<file path="config.mk">
export PLATFORM = sky130hd
export DESIGN_NAME = sbo_options_reg
export DESIGN_NICKNAME = d
export VERILOG_FILES = /design/src/hw/sbo_pkg.sv /design/src/hw/sbo_field.sv /design/src/hw/sbo_options_reg.sv
export SDC_FILE = /design/constraint.sdc
export NUM_CORES = 1
export LEC_CHECK = 0
export BUFFER_PORTS_ARGS = -buffer_cell sky130_fd_sc_hd__buf_2
export CAP_MARGIN = 20
export CORE_AREA = 2 2 123 155
export CTS_BUF_LIST = sky130_fd_sc_hd__clkbuf_8
export DETAILED_ROUTE_END_ITERATION = 16
export DIE_AREA = 0 0 125 157
export GPL_TIMING_DRIVEN = 0
export PLACE_DENSITY = 0.56
export RECOVER_POWER = 25
export SYNTH_ARGS = -nofsm -noshare
export SYNTH_HDL_FRONTEND = slang
export SYNTH_SLANG_ARGS = --single-unit
</file>
<file path="constraint.sdc">
create_clock -name pclk -period 2.73 [get_ports pclk]
set_input_delay 0.546 -clock pclk [delete_from_list [all_inputs] [get_ports pclk]]
set_output_delay 0.546 -clock pclk [all_outputs]
set_load 0.02 [all_outputs]
</file>
<file path="src/hw/sbo_pkg.sv">
// Constants and layouts for the serial bus node options register block
// Operation
// - Bit 31 is a writable resource-manager-capable flag, kept valid by software.
// - Bit 30 is a writable cycle-master-capable flag.
// - Bit 29 is a writable isochronous-support-capable flag.
// - Bit 28 is a writable bus-manager-capable flag.
// - Bit 27 is a writable flag; one means power-management capable.
// - Bits 26 to 24 read zero and ignore writes.
// - Bits 23 to 16 hold writable cycle-master clock accuracy in ppm.
// - Bits 15 to 12 encode max block request; bytes are 2^(code+1), never below 512.
// - Block write longer than the request size may get a type-error acknowledge.
// - Hardware reset loads the 2048-byte code; software reset leaves it.
// - Register sits at offset 20h and feeds the bus information quadlet reads.
// - Bits 11 to 8 and 5 to 3 read zero and ignore writes.
// - Bits 2 to 0 read constant 010 for 100/200/400 speeds.
package sbo_pkg;

    // ========================================================================
    // Register map
    localparam int SBO_ADDR_W = 8;
    localparam logic [7:0] SBO_CTRL_OFS = 8'h00;
    localparam logic [7:0] SBO_STAT_OFS = 8'h04;
    localparam logic [7:0] SBO_OPT_OFS = 8'h20;

    // ========================================================================
    // Options register field positions
    localparam int SBO_IRMC_BIT = 31;
    localparam int SBO_CMC_BIT = 30;
    localparam int SBO_ISC_BIT = 29;
    localparam int SBO_BMC_BIT = 28;
    localparam int SBO_PMC_BIT = 27;
    localparam int SBO_ACC_LSB = 16;
    localparam int SBO_MREC_LSB = 12;
    localparam int SBO_GEN_LSB = 6;
    localparam int SBO_SPD_LSB = 0;

    // ========================================================================
    // Reset and constant values
    localparam logic [4:0] SBO_CAP_RST = 5'h00;
    localparam logic [7:0] SBO_ACC_RST = 8'h00;
    localparam logic [3:0] SBO_MREC_RST = 4'hA;
    localparam logic [3:0] SBO_MREC_MIN = 4'h8;
    localparam logic [1:0] SBO_GEN_RST = 2'h0;
    localparam logic [2:0] SBO_SPD_VAL = 3'h2;

    // ========================================================================
    // Control and status layout
    localparam int SBO_CTRL_TEEN_BIT = 0;
    localparam logic SBO_CTRL_TEEN_RST = 1'b1;
    localparam int SBO_STAT_SEEN_BIT = 16;
    localparam logic [15:0] SBO_ERRCNT_RST = 16'h0000;

    // ========================================================================
    // Bus slave phase
    typedef enum logic [1:0] {
        SBO_PH_IDLE = 2'b00,
        SBO_PH_SETUP = 2'b01,
        SBO_PH_ACCESS = 2'b11
    } sbo_phase_e;

endpackage

</file>
<file path="src/hw/sbo_field.sv">
// One software-writable field with hardware and optional software reset
`timescale 1ns/1ps
module sbo_field
    import sbo_pkg::*;
#(
    parameter int W = 1,
    parameter logic [W-1:0] RST = '0,
    parameter bit SOFT_KEEP = 1'b0
) (
    // Clock and reset
    input wire logic pclk,
    input wire logic presetn,
    // Control
    input wire logic wr_en,
    input wire logic [W-1:0] wr_val,
    input wire logic soft_clr,
    // Value
    output logic [W-1:0] q
);

    // ========================================================================
    // Checks
    if (W < 1) begin : g_w_chk
        $error("field width must be at least one");
    end

    logic [W-1:0] val_d;
    logic [W-1:0] val_q;

    // A write in the same cycle as a software reset wins, the later intent
    always_comb begin
        val_d = val_q;
        if (soft_clr && !SOFT_KEEP) begin
            val_d = RST;
        end
        if (wr_en) begin
            val_d = wr_val;
        end
    end

    // Storage
    always_ff @(posedge pclk or negedge presetn) begin
        if (!presetn) begin
            val_q <= RST;
        end else begin
            val_q <= val_d;
        end
    end

    assign q = val_q;

endmodule

</file>
<file path="src/hw/sbo_options_reg.sv">
// Serial bus node options register with APB access and link-side views
`timescale 1ns/1ps
module sbo_options_reg
    import sbo_pkg::*;
#(
    parameter int LEN_W = 16
) (
    // Clock and reset
    input wire logic pclk,
    input wire logic presetn,
    // APB slave
    input wire logic psel,
    input wire logic penable,
    input wire logic pwrite,
    input wire logic [SBO_ADDR_W-1:0] paddr,
    input wire logic [31:0] pwdata,
    input wire logic [3:0] pstrb,
    output logic [31:0] prdata,
    output logic pready,
    output logic pslverr,
    // Software reset pulse
    input wire logic soft_reset,
    // Bus information block quadlet read
    input wire logic ext_rd_req,
    output logic ext_rd_valid,
    output logic [31:0] ext_rd_data,
    // Received block write length check
    input wire logic blk_wr_req,
    input wire logic [LEN_W-1:0] blk_wr_len,
    output logic blk_wr_done,
    output logic ack_type_error
);

    // ========================================================================
    // Elaboration checks
    if (LEN_W < 1 || LEN_W > 16) begin : g_len_chk
        $error("LEN_W must be 1 to 16");
    end

    // ========================================================================
    // Declarations
    sbo_phase_e ph_q;
    sbo_phase_e ph_d;
    logic [31:0] rdata_q;
    logic [31:0] rdata_d;
    logic slverr_q;
    logic slverr_d;
    logic teen_q;
    logic teen_d;
    logic [15:0] errcnt_q;
    logic [15:0] errcnt_d;
    logic seen_q;
    logic seen_d;
    logic xvalid_q;
    logic xvalid_d;
    logic [31:0] xdata_q;
    logic [31:0] xdata_d;
    logic done_q;
    logic done_d;
    logic terr_q;
    logic terr_d;

    logic setup;
    logic access;
    logic hit_opt;
    logic hit_ctrl;
    logic hit_stat;
    logic mapped;
    logic wr_opt;
    logic wr_ctrl;
    logic wr_stat;
    logic [31:0] lane_mask;
    logic [31:0] opt_q;
    logic [31:0] opt_d;
    logic [31:0] opt_wv;
    logic [31:0] ctrl_rd;
    logic [31:0] stat_rd;
    logic [4:0] cap_q;
    logic [7:0] acc_q;
    logic [3:0] mrec_q;
    logic [1:0] gen_q;
    logic mrec_ok;
    logic [16:0] limit;
    logic too_long;
    logic err_evt;
    logic stat_clr;

    // ========================================================================
    // APB decode
    assign setup = psel && !penable;
    assign access = psel && penable && (ph_q == SBO_PH_SETUP); // A held enable never repeats
    assign hit_opt = (paddr == SBO_OPT_OFS);
    assign hit_ctrl = (paddr == SBO_CTRL_OFS);
    assign hit_stat = (paddr == SBO_STAT_OFS);
    assign mapped = hit_opt || hit_ctrl || hit_stat;

    // Writes land only in the access phase, so each takes effect once
    assign wr_opt = access && pwrite && hit_opt;
    assign wr_ctrl = access && pwrite && hit_ctrl;
    assign wr_stat = access && pwrite && hit_stat;

    // Byte strobes widened to a bit mask
    always_comb begin
        lane_mask = 32'h0000_0000;
        for (int i = 0; i < 4; i++) begin
            lane_mask[8*i +: 8] = {8{pstrb[i]}};
        end
    end

    // Phase tracker, Gray stepped along idle, setup, access
    always_comb begin
        ph_d = ph_q;
        case (ph_q)
            SBO_PH_IDLE: begin
                if (setup) begin
                    ph_d = SBO_PH_SETUP;
                end
            end
            SBO_PH_SETUP: begin
                ph_d = access ? SBO_PH_ACCESS : SBO_PH_IDLE;
            end
            SBO_PH_ACCESS: begin
                ph_d = setup ? SBO_PH_SETUP : SBO_PH_IDLE;
            end
            default: begin
                ph_d = SBO_PH_IDLE;
            end
        endcase
    end

    always_ff @(posedge pclk or negedge presetn) begin
        if (!presetn) begin
            ph_q <= SBO_PH_IDLE;
        end else begin
            ph_q <= ph_d;
        end
    end

    // ========================================================================
    // Options register fields
    // Reserved and constant bits are rebuilt on every read, never stored
    always_comb begin
        opt_q = 32'h0000_0000;
        opt_q[SBO_IRMC_BIT] = cap_q[4];
        opt_q[SBO_CMC_BIT] = cap_q[3];
        opt_q[SBO_ISC_BIT] = cap_q[2];
        opt_q[SBO_BMC_BIT] = cap_q[1];
        opt_q[SBO_PMC_BIT] = cap_q[0];
        opt_q[SBO_ACC_LSB +: 8] = acc_q;
        opt_q[SBO_MREC_LSB +: 4] = mrec_q;
        opt_q[SBO_GEN_LSB +: 2] = gen_q;
        opt_q[SBO_SPD_LSB +: 3] = SBO_SPD_VAL;
    end

    // Merge of the write data into the current value under the strobes
    assign opt_wv = (opt_q & ~lane_mask) | (pwdata & lane_mask);

    // A code under the 512-byte floor is refused; the old code stays
    assign mrec_ok = (opt_wv[SBO_MREC_LSB +: 4] >= SBO_MREC_MIN);

    // Capability flags, cleared by a software reset
    sbo_field #(
        .W(5),
        .RST(SBO_CAP_RST),
        .SOFT_KEEP(1'b0)
    ) u_cap (
        .pclk(pclk),
        .presetn(presetn),
        .wr_en(wr_opt),
        .wr_val(opt_wv[SBO_PMC_BIT +: 5]),
        .soft_clr(soft_reset),
        .q(cap_q)
    );

    // Cycle master clock accuracy
    sbo_field #(
        .W(8),
        .RST(SBO_ACC_RST),
        .SOFT_KEEP(1'b0)
    ) u_acc (
        .pclk(pclk),
        .presetn(presetn),
        .wr_en(wr_opt),
        .wr_val(opt_wv[SBO_ACC_LSB +: 8]),
        .soft_clr(soft_reset),
        .q(acc_q)
    );

    // Maximum request code survives a software reset
    sbo_field #(
        .W(4),
        .RST(SBO_MREC_RST),
        .SOFT_KEEP(1'b1)
    ) u_mrec (
        .pclk(pclk),
        .presetn(presetn),
        .wr_en(wr_opt && mrec_ok),
        .wr_val(opt_wv[SBO_MREC_LSB +: 4]),
        .soft_clr(soft_reset),
        .q(mrec_q)
    );

    // Generation counter, software maintained
    sbo_field #(
        .W(2),
        .RST(SBO_GEN_RST),
        .SOFT_KEEP(1'b0)
    ) u_gen (
        .pclk(pclk),
        .presetn(presetn),
        .wr_en(wr_opt),
        .wr_val(opt_wv[SBO_GEN_LSB +: 2]),
        .soft_clr(soft_reset),
        .q(gen_q)
    );

    // ========================================================================
    // Value the register will hold after this edge
    // Used by the external view so a write is never a cycle stale
    always_comb begin
        opt_d = opt_q;
        if (wr_opt) begin
            opt_d[SBO_PMC_BIT +: 5] = opt_wv[SBO_PMC_BIT +: 5];
            opt_d[SBO_ACC_LSB +: 8] = opt_wv[SBO_ACC_LSB +: 8];
            opt_d[SBO_GEN_LSB +: 2] = opt_wv[SBO_GEN_LSB +: 2];
            if (mrec_ok) begin
                opt_d[SBO_MREC_LSB +: 4] = opt_wv[SBO_MREC_LSB +: 4];
            end
        end else if (soft_reset) begin
            opt_d[SBO_PMC_BIT +: 5] = SBO_CAP_RST;
            opt_d[SBO_ACC_LSB +: 8] = SBO_ACC_RST;
            opt_d[SBO_GEN_LSB +: 2] = SBO_GEN_RST;
        end
    end

    // ========================================================================
    // Control and status
    assign ctrl_rd = {31'h0000_0000, teen_q};
    assign stat_rd = {15'h0000, seen_q, errcnt_q};

    // Type-error enable, byte lane 0
    always_comb begin
        teen_d = teen_q;
        if (wr_ctrl && pstrb[0]) begin
            teen_d = pwdata[SBO_CTRL_TEEN_BIT];
        end
    end

    // Error counter and sticky flag; a new error beats a clear
    assign stat_clr = wr_stat && pstrb[2] && pwdata[SBO_STAT_SEEN_BIT];
    always_comb begin
        errcnt_d = errcnt_q;
        seen_d = seen_q;
        if (stat_clr) begin
            errcnt_d = SBO_ERRCNT_RST;
            seen_d = 1'b0;
        end
        if (err_evt) begin
            seen_d = 1'b1;
            if (stat_clr) begin
                errcnt_d = 16'h0001;
            end else if (errcnt_q != 16'hFFFF) begin
                errcnt_d = errcnt_q + 16'h0001;
            end
        end
    end

    always_ff @(posedge pclk or negedge presetn) begin
        if (!presetn) begin
            teen_q <= SBO_CTRL_TEEN_RST;
            errcnt_q <= SBO_ERRCNT_RST;
            seen_q <= 1'b0;
        end else begin
            teen_q <= teen_d;
            errcnt_q <= errcnt_d;
            seen_q <= seen_d;
        end
    end

    // ========================================================================
    // APB read data and error, captured at the setup edge
    // Zero wait states, so pready can stay high
    always_comb begin
        rdata_d = rdata_q;
        slverr_d = slverr_q;
        if (setup) begin
            slverr_d = !mapped;
            if (hit_opt) begin
                rdata_d = opt_q;
            end else if (hit_ctrl) begin
                rdata_d = ctrl_rd;
            end else if (hit_stat) begin
                rdata_d = stat_rd;
            end else begin
                rdata_d = 32'h0000_0000;
            end
        end
    end

    always_ff @(posedge pclk or negedge presetn) begin
        if (!presetn) begin
            rdata_q <= 32'h0000_0000;
            slverr_q <= 1'b0;
        end else begin
            rdata_q <= rdata_d;
            slverr_q <= slverr_d;
        end
    end

    assign prdata = rdata_q;
    assign pready = 1'b1;
    assign pslverr = access && slverr_q;

    // ========================================================================
    // Bus information block view
    // The request edge samples the value after any same-cycle write
    always_comb begin
        xvalid_d = ext_rd_req;
        xdata_d = xdata_q;
        if (ext_rd_req) begin
            xdata_d = opt_d;
        end
    end

    always_ff @(posedge pclk or negedge presetn) begin
        if (!presetn) begin
            xvalid_q <= 1'b0;
            xdata_q <= 32'h0000_0000;
        end else begin
            xvalid_q <= xvalid_d;
            xdata_q <= xdata_d;
        end
    end

    assign ext_rd_valid = xvalid_q;
    assign ext_rd_data = xdata_q;

    // ========================================================================
    // Block write length check
    // Limit in bytes is two to the power of code plus one
    assign limit = 17'h0_0001 << ({1'b0, mrec_q} + 5'h01);
    assign too_long = ({{(17-LEN_W){1'b0}}, blk_wr_len} > limit);
    assign err_evt = blk_wr_req && too_long && teen_q;

    always_comb begin
        done_d = blk_wr_req;
        terr_d = err_evt;
    end

    always_ff @(posedge pclk or negedge presetn) begin
        if (!presetn) begin
            done_q <= 1'b0;
            terr_q <= 1'b0;
        end else begin
            done_q <= done_d;
            terr_q <= terr_d;
        end
    end

    assign blk_wr_done = done_q;
    assign ack_type_error = terr_q;

endmodule

</file>
* Yosys cells after proc, flatten, opt, wreduce, memory -nomap -nowiden *
Index checks and enable logic that the tools add are counted.

storage, ports and cells
  memory bits (read-only) = 0
  memories = 0
  output and inout port bits = 69
  RAM bits = 0
  latch bits = 0
  bits in registers = 95
  word-level logic and storage cells = 71

operators by class
  bitwise operators = 4
  div/mod/pow operators = 0
  add/sub/neg operators = 2
  $mul = 0
  shifts and indexed selects = 1
  equal/unequal tests = 6
  muxes and demuxes = 21
  magnitude comparators = 2
  reductions and logical operators = 21

operator list
  operator                 number
  $and A32 B32 Y32         2
  $mux W16                 4
  $mux W17                 2
  $mux W32                 1
  $not A32 Y32             1
  $or A32 B32 Y32          1
  $gt A16 B17 Y1           1
  $shl A1 B5 Y17 const A   1
  $add A16 B1 Y16 const B  1
  $mux W8                  2
  $ne A16 B16 Y1 const B   1
  $logic_and A1 B1 Y1      14
  $mux W5                  2
  $eq A8 B3 Y1 const B     1
  $eq A8 B6 Y1 const B     1
  $logic_not A8 Y1         1
  $mux W2                  4
  $mux W4                  2
  $pmux W2 S3              1
  $add A4 B1 Y5 const B    1
  $ge A4 B4 Y1 const B     1
  $mux W1                  3
  $eq A2 B1 Y1 const B     1
  $eq A2 B2 Y1 const B     1
  other kinds (5)          7

* Depth between registers and ports, before layout *
  depth in word-level cells = 10
  depth in mapped cells = 12
  depth with buffers taken out = 11

* By module *
A second synthesis with hierarchy kept.

unflattened totals
  cell total of the unflattened synthesis = 511
  area total of the unflattened synthesis = 4893.4 um^2

by module, submodules not included
  module              area an instance (um^2)  instances  cells each
  sbo_options_reg     4185.3                   1          466
  sbo_field (u_acc)   301.5                    1          18
  sbo_field (u_cap)   175.2                    1          11
  sbo_field (u_mrec)  147.6                    1          8
  sbo_field (u_gen)   83.8                     1          8

* Worst setup path before layout *
Ideal clock, no wire load.

  kind = reg2reg
  start = register u_mrec.val_q[3] (netlist: u_mrec.q[3])
  end = register errcnt_q[8]
  data arrival time = 2.722 ns
  setup time = 0.066 ns
  stages on the path, launching flop included = 11
  buffers on the path = 1
  required time = 2.664 ns
  slack = -0.058 ns
  cells stage by stage = dfstp_2 buf_2 nor2b_1 nand3_1 ha_1 nand4_1 nor4b_4 a221o_2 nand2_4 or4_1 nand2_1

between the ends
  longest elaborated chain between the ends = 6

RTL lines
  item                              line                    text
  from (decl)                       sbo_field.sv:28         logic [W-1:0] val_q;
  from (signal assigned)            sbo_field.sv:46         val_q <= val_d;
  $add A4 B1 Y5                     sbo_options_reg.sv:341  assign limit = 17'h0_0001 << ({1'b0, mrec_q} + 5'h01);
  $shl A1 B5 Y17                    sbo_options_reg.sv:341
  $gt A16 B17 Y1                    sbo_options_reg.sv:342  assign too_long = ({{(17-LEN_W){1'b0}}, blk_wr_len} > limit);
  $logic_and A1 B1 Y1 (2 in a row)  sbo_options_reg.sv:343  assign err_evt = blk_wr_req && too_long && teen_q;
  $mux W16                          sbo_options_reg.sv:258  if (err_evt) begin
  via errcnt_d[8]                   sbo_options_reg.sv:51   logic [15:0] errcnt_d;
  to (signal assigned)              sbo_options_reg.sv:275  errcnt_q <= errcnt_d;
  to (decl)                         sbo_options_reg.sv:50   logic [15:0] errcnt_q;

The timed path passes the listed nets, and every way through them passes these cells.
A chain may end at the register's enable or synchronous reset.

* Worst setup path after layout *
  start = register u_mrec.val_q[3] (netlist: u_mrec.q[3])
  end = register errcnt_q[10]

Same word-level chain as after synthesis.

==> results summary <==
The starting density of the core is 24.9%. In this run the critical register-to-register path is launched from u_mrec.q[3]. The achievable clock frequency came out at 368 MHz. The cell depth of the worst hold path is 1. The biggest area contributor in the post-synthesis netlist is sky130_fd_sc_hd__dfrtp_1. The type of the worst setup path is flip-flop to flip-flop. The nature of the critical path endpoint is a flip-flop. Of all nets on the critical path, the largest fanout is 4. The first global-routing pass estimated 19300 um of wire. The global routing usage summed across all routing layers came out at 12.3%. At the worst endpoint, the arrival time is 2980 ps. The worst endpoint required time came out at 2990 ps.

Among all cell types in the netlist, the one instantiated most often is sky130_fd_sc_hd__dfrtp_1. The number of unique standard cell types used by synthesis is 59. The antenna diode count came out at 0. Setup repair after global routing could not meet its margin everywhere.

IR analysis of the VDD net gives a maximum drop of 255 uV. The adder-cell area share of the yosys netlist is 4.74%. The main flop type after synthesis is sky130_fd_sc_hd__dfrtp_1.

In the post-synthesis netlist, the biggest area contributors are sky130_fd_sc_hd__dfrtp_1 (50%), sky130_fd_sc_hd__a22o_1 (6.4%), sky130_fd_sc_hd__ha_1 (4.7%). The cell area after layout came out at 5790 sq um. The number of buffers between clock root and the deepest sink came out at 2. The mean area per synthesized cell is 11.7 sq um. The number of rows created at floorplan is 55.

The number of levels the H-tree was split into is 3. The post-route netlist has 39.9% of its cells at a drive strength greater than 1. The synthesized instance count came out at 383. The sum of overflow across all layers after global routing came out at 0. The die area came out at 19600 sq um. The count of input and output buffers is 108. The number of cells on the worst reg-to-reg path is 11. The worst hold path terminates at blk_wr_done. The total of max-cap violations came out at 1.

The number of routed nets with antenna violations came out at 0. The commonest cells after synthesis are sky130_fd_sc_hd__dfrtp_1 (89), sky130_fd_sc_hd__a22o_1 (33), sky130_fd_sc_hd__nand2_1 (22), sky130_fd_sc_hd__nor2_1 (19), sky130_fd_sc_hd__ha_1 (17). The portion of synthesized cell area occupied by the leading cell type came out at 49.6%. The static leakage power is 2.97 nW. The synthesized netlist devotes 13.9% of its cell area to compound gates. The detailed-route vias per instance came out at 4.66.

The synthesized-area fraction occupied by and/or/nand/nor cells came out at 15.7%. In this run the most critical hold path is launched from blk_wr_req. Of the synthesized area, sequential elements account for 51.4%. The HPWL after detailed placement came out at 8960 um.

Counting the fill cells in the layout gives 1848. The final wirelength came out at 12000 um. The weighted congestion reported at the end of routability-driven placement is 0.832.

The standard cell core area is 18000 sq um. For this run, the number of Yosys warnings is 0. The synthesis-stage register bit count came out at 92. Measured against the total synthesized area, the mux share comes to 7.08%.

The growth of design area from synthesis to finish is 29.0%. The number of CTS-inserted buffers came out at 9. In this run, synthesis inferred 0 flip-flops with an integrated enable. Measured against its own limit, the worst slew margin works out to -15.1%. For this design the ratio of total power to cell area is 448 nW/um^2. The first detailed-routing pass took 5 iterations. The number of I/O pins came out at 137. The clock-pin slew on the worst setup and hold paths is 100 ps.

The final reports fail on capacitance limit, slew limit. Entering global routing, the biggest net connects 61 pins. The XOR/XNOR share of the synthesized area is 1.95%. The fraction of registers with async set or reset after synthesis is 100%. The placement-stage cell area came out at 5410 sq um. The via count of the first global-routing pass came out at 3680.

The final critical delay including setup and external delays came out at 2720 ps. After layout, the worst path uses 99.6% of the clock period. For this run, design rule violations remaining after detail routing come to 0. The overall die height is 157 um.

The largest family of logic cells by synthesized area is simple AND/OR/NAND/NOR gates. TritonCTS built the clock tree. The endpoint identified for the worst register-to-register timing path is errcnt_q[10]. The transition time at the pin with the least slew margin came out at 1730 ps. The routed wire length per instance came out at 15.8 um. The starting DRC count in detailed routing is 211.

In this run the worst hold path is classified as input port to flip-flop. The root buffer cell is sky130_fd_sc_hd__clkbuf_8. The run finished, with violations left. The final hold violation count was 0. At the end of the flow, the number of nets in the layout was 615. The source-to-sink clock delay at the later pin of the worst-skew pair is 370 ps.

The setup slack on the worst flop-to-flop path came out at 10 ps. The post-synthesis instance area is 4490 sq um. The post-route setup TNS came out at 0 ps. The TritonCTS sink count came out at 92. The startpoint class of the critical path is a flip-flop. The floorplan step set the die width to 125 um.

The final max-slew violation count is 34. The setup violation total in the final timing report came out at 0. The final setup skew came out at 15.8 ps. The total via count in the routed design is 3553. The initial antenna violation count is 0.
-- critical path, stage by stage (launching register included) --
cell                       delay (ps)
sky130_fd_sc_hd__dfstp_2          570
sky130_fd_sc_hd__nor2b_4          180
sky130_fd_sc_hd__nand3_2          110
sky130_fd_sc_hd__ha_4             290
sky130_fd_sc_hd__nand4_1          220
sky130_fd_sc_hd__nor4b_4          360
sky130_fd_sc_hd__a221o_2          260
sky130_fd_sc_hd__nand2_4           80
sky130_fd_sc_hd__buf_4            150
sky130_fd_sc_hd__buf_4            140
sky130_fd_sc_hd__o211ai_1         180
sky130_fd_sc_hd__nand2_1           70
-- per-stage QoR --
| step | std cells | total power [W] | worst slack (ps) | utilization (%) | hold slack (ps) |
|---|---|---|---|---|---|
| 6_report | 762 | 0.00259 | 11.7 | 32.1 | 290 |
| 5_1_grt | 762 | 0.00270 | -156 | 32.1 | 272 |
| 4_1_cts | 762 | 0.00262 | -3.60 | 32.0 | 120 |
| 3_5_place_dp | 735 | 0.00161 | -461 | 30.0 | 452 |
| 3_3_place_gp | 734 | 0.00160 | -370 | 29.8 | 446 |
| 2_1_floorplan | 398 | 0.00151 | 2.17 | - | 250 |
-- layout by cell type (no fill, tap or decap), types with 3 or more instances in the layout --
cell and instances:
sky130_fd_sc_hd__a21oi_1 12, sky130_fd_sc_hd__a222oi_1 7, sky130_fd_sc_hd__a22o_1 33, sky130_fd_sc_hd__and2_1 6, sky130_fd_sc_hd__and3_1 9, sky130_fd_sc_hd__buf_2 108
sky130_fd_sc_hd__buf_4 31, sky130_fd_sc_hd__clkbuf_1 9, sky130_fd_sc_hd__clkbuf_8 9, sky130_fd_sc_hd__conb_1 17, sky130_fd_sc_hd__dfrtp_1 89, sky130_fd_sc_hd__dfstp_2 3
sky130_fd_sc_hd__ha_1 16, sky130_fd_sc_hd__inv_1 8, sky130_fd_sc_hd__mux2_2 10, sky130_fd_sc_hd__mux2_4 13, sky130_fd_sc_hd__nand2_1 22, sky130_fd_sc_hd__nand2b_1 3
sky130_fd_sc_hd__nand3_1 14, sky130_fd_sc_hd__nand4_1 12, sky130_fd_sc_hd__nor2_1 17, sky130_fd_sc_hd__nor2_2 3, sky130_fd_sc_hd__nor2b_1 3, sky130_fd_sc_hd__nor2b_4 3
sky130_fd_sc_hd__nor3b_2 3, sky130_fd_sc_hd__o21ai_0 8, sky130_fd_sc_hd__or2_2 3, sky130_fd_sc_hd__xnor2_1 4, sky130_fd_sc_hd__xor2_1 6
-- how the worst max path moves through the flow --
stage,start,end,slack [ps]
global route,u_mrec.q[3],errcnt_q[12],-160
finish,u_mrec.q[3],errcnt_q[10],10
floorplan,u_mrec.q[3],errcnt_q[8],2
global placement,u_mrec.q[1],errcnt_q[5],-370
detailed placement,u_mrec.q[1],errcnt_q[14],-460
CTS,u_mrec.q[1],errcnt_q[5],-4
-- repair_timing --
action	4_1_cts	5_1_grt
pin swaps	6	6
setup buffers	14	0
resized for setup	9	9
endpoints found under the setup margin	17	17
endpoints found under the hold margin	0	0
cloned	0	0
hold buffers	0	0
-- layer usage --
metal | vias to the layer above | GRT usage (%) | share of wire (%)
li1 | 1669 | - | -
met1 | 1742 | 14.4 | 40
met2 | 133 | 21.4 | 50
met3 | 9 | 4.01 | 8.7
met4 | 0 | 4.02 | 1.0
met5 | - | 0 | 0
-- flip-flops by register name, indices dropped and copies added (netlist names) --
signal	cells
ext_rd_valid	1
ph_q	2
u_gen.q	2
u_cap.q	5
ext_rd_data	20
slverr_q	1
blk_wr_done	1
ack_type_error	1
teen_q	1
prdata	29
u_acc.q	8
seen_q	1
errcnt_q	16
u_mrec.q	4
-- layout make-up --
class / instances / area (sq um) / area share [%]
repair buffers: 123 / 663 / 11.5
flip-flops and latches: 92 / 2310 / 39.8
multi-input cells: 265 / 2100 / 36.2
clock inverters: 6 / 87.6 / 1.51
inverters: 9 / 37.5 / 0.648
plain buffers: 30 / 190 / 3.29
clock buffers: 9 / 124 / 2.14
well taps: 228 / 285 / 4.93
-- cell families (layout without fill, tap and decap cells) --
| logic type | count (synthesis) | count (layout) |
|---|---|---|
| multiplexers | 24 | 24 |
| buffers and inverters | 41 | 177 |
| AND/OR/NAND/NOR | 119 | 119 |
| XOR/XNOR | 10 | 10 |
| flip-flops | 92 | 92 |
| adder cells (fa/ha/maj) | 17 | 17 |
| other | 2 | 17 |
| AO/OA/AOI/OAI | 78 | 78 |
-- where the power goes --
group	switching [W]	internal [W]
registers	0.00000437	0.00137
logic	0.000129	0.0000819
clock network	0.000495	0.000513
Power figures use the tool's default switching activity.
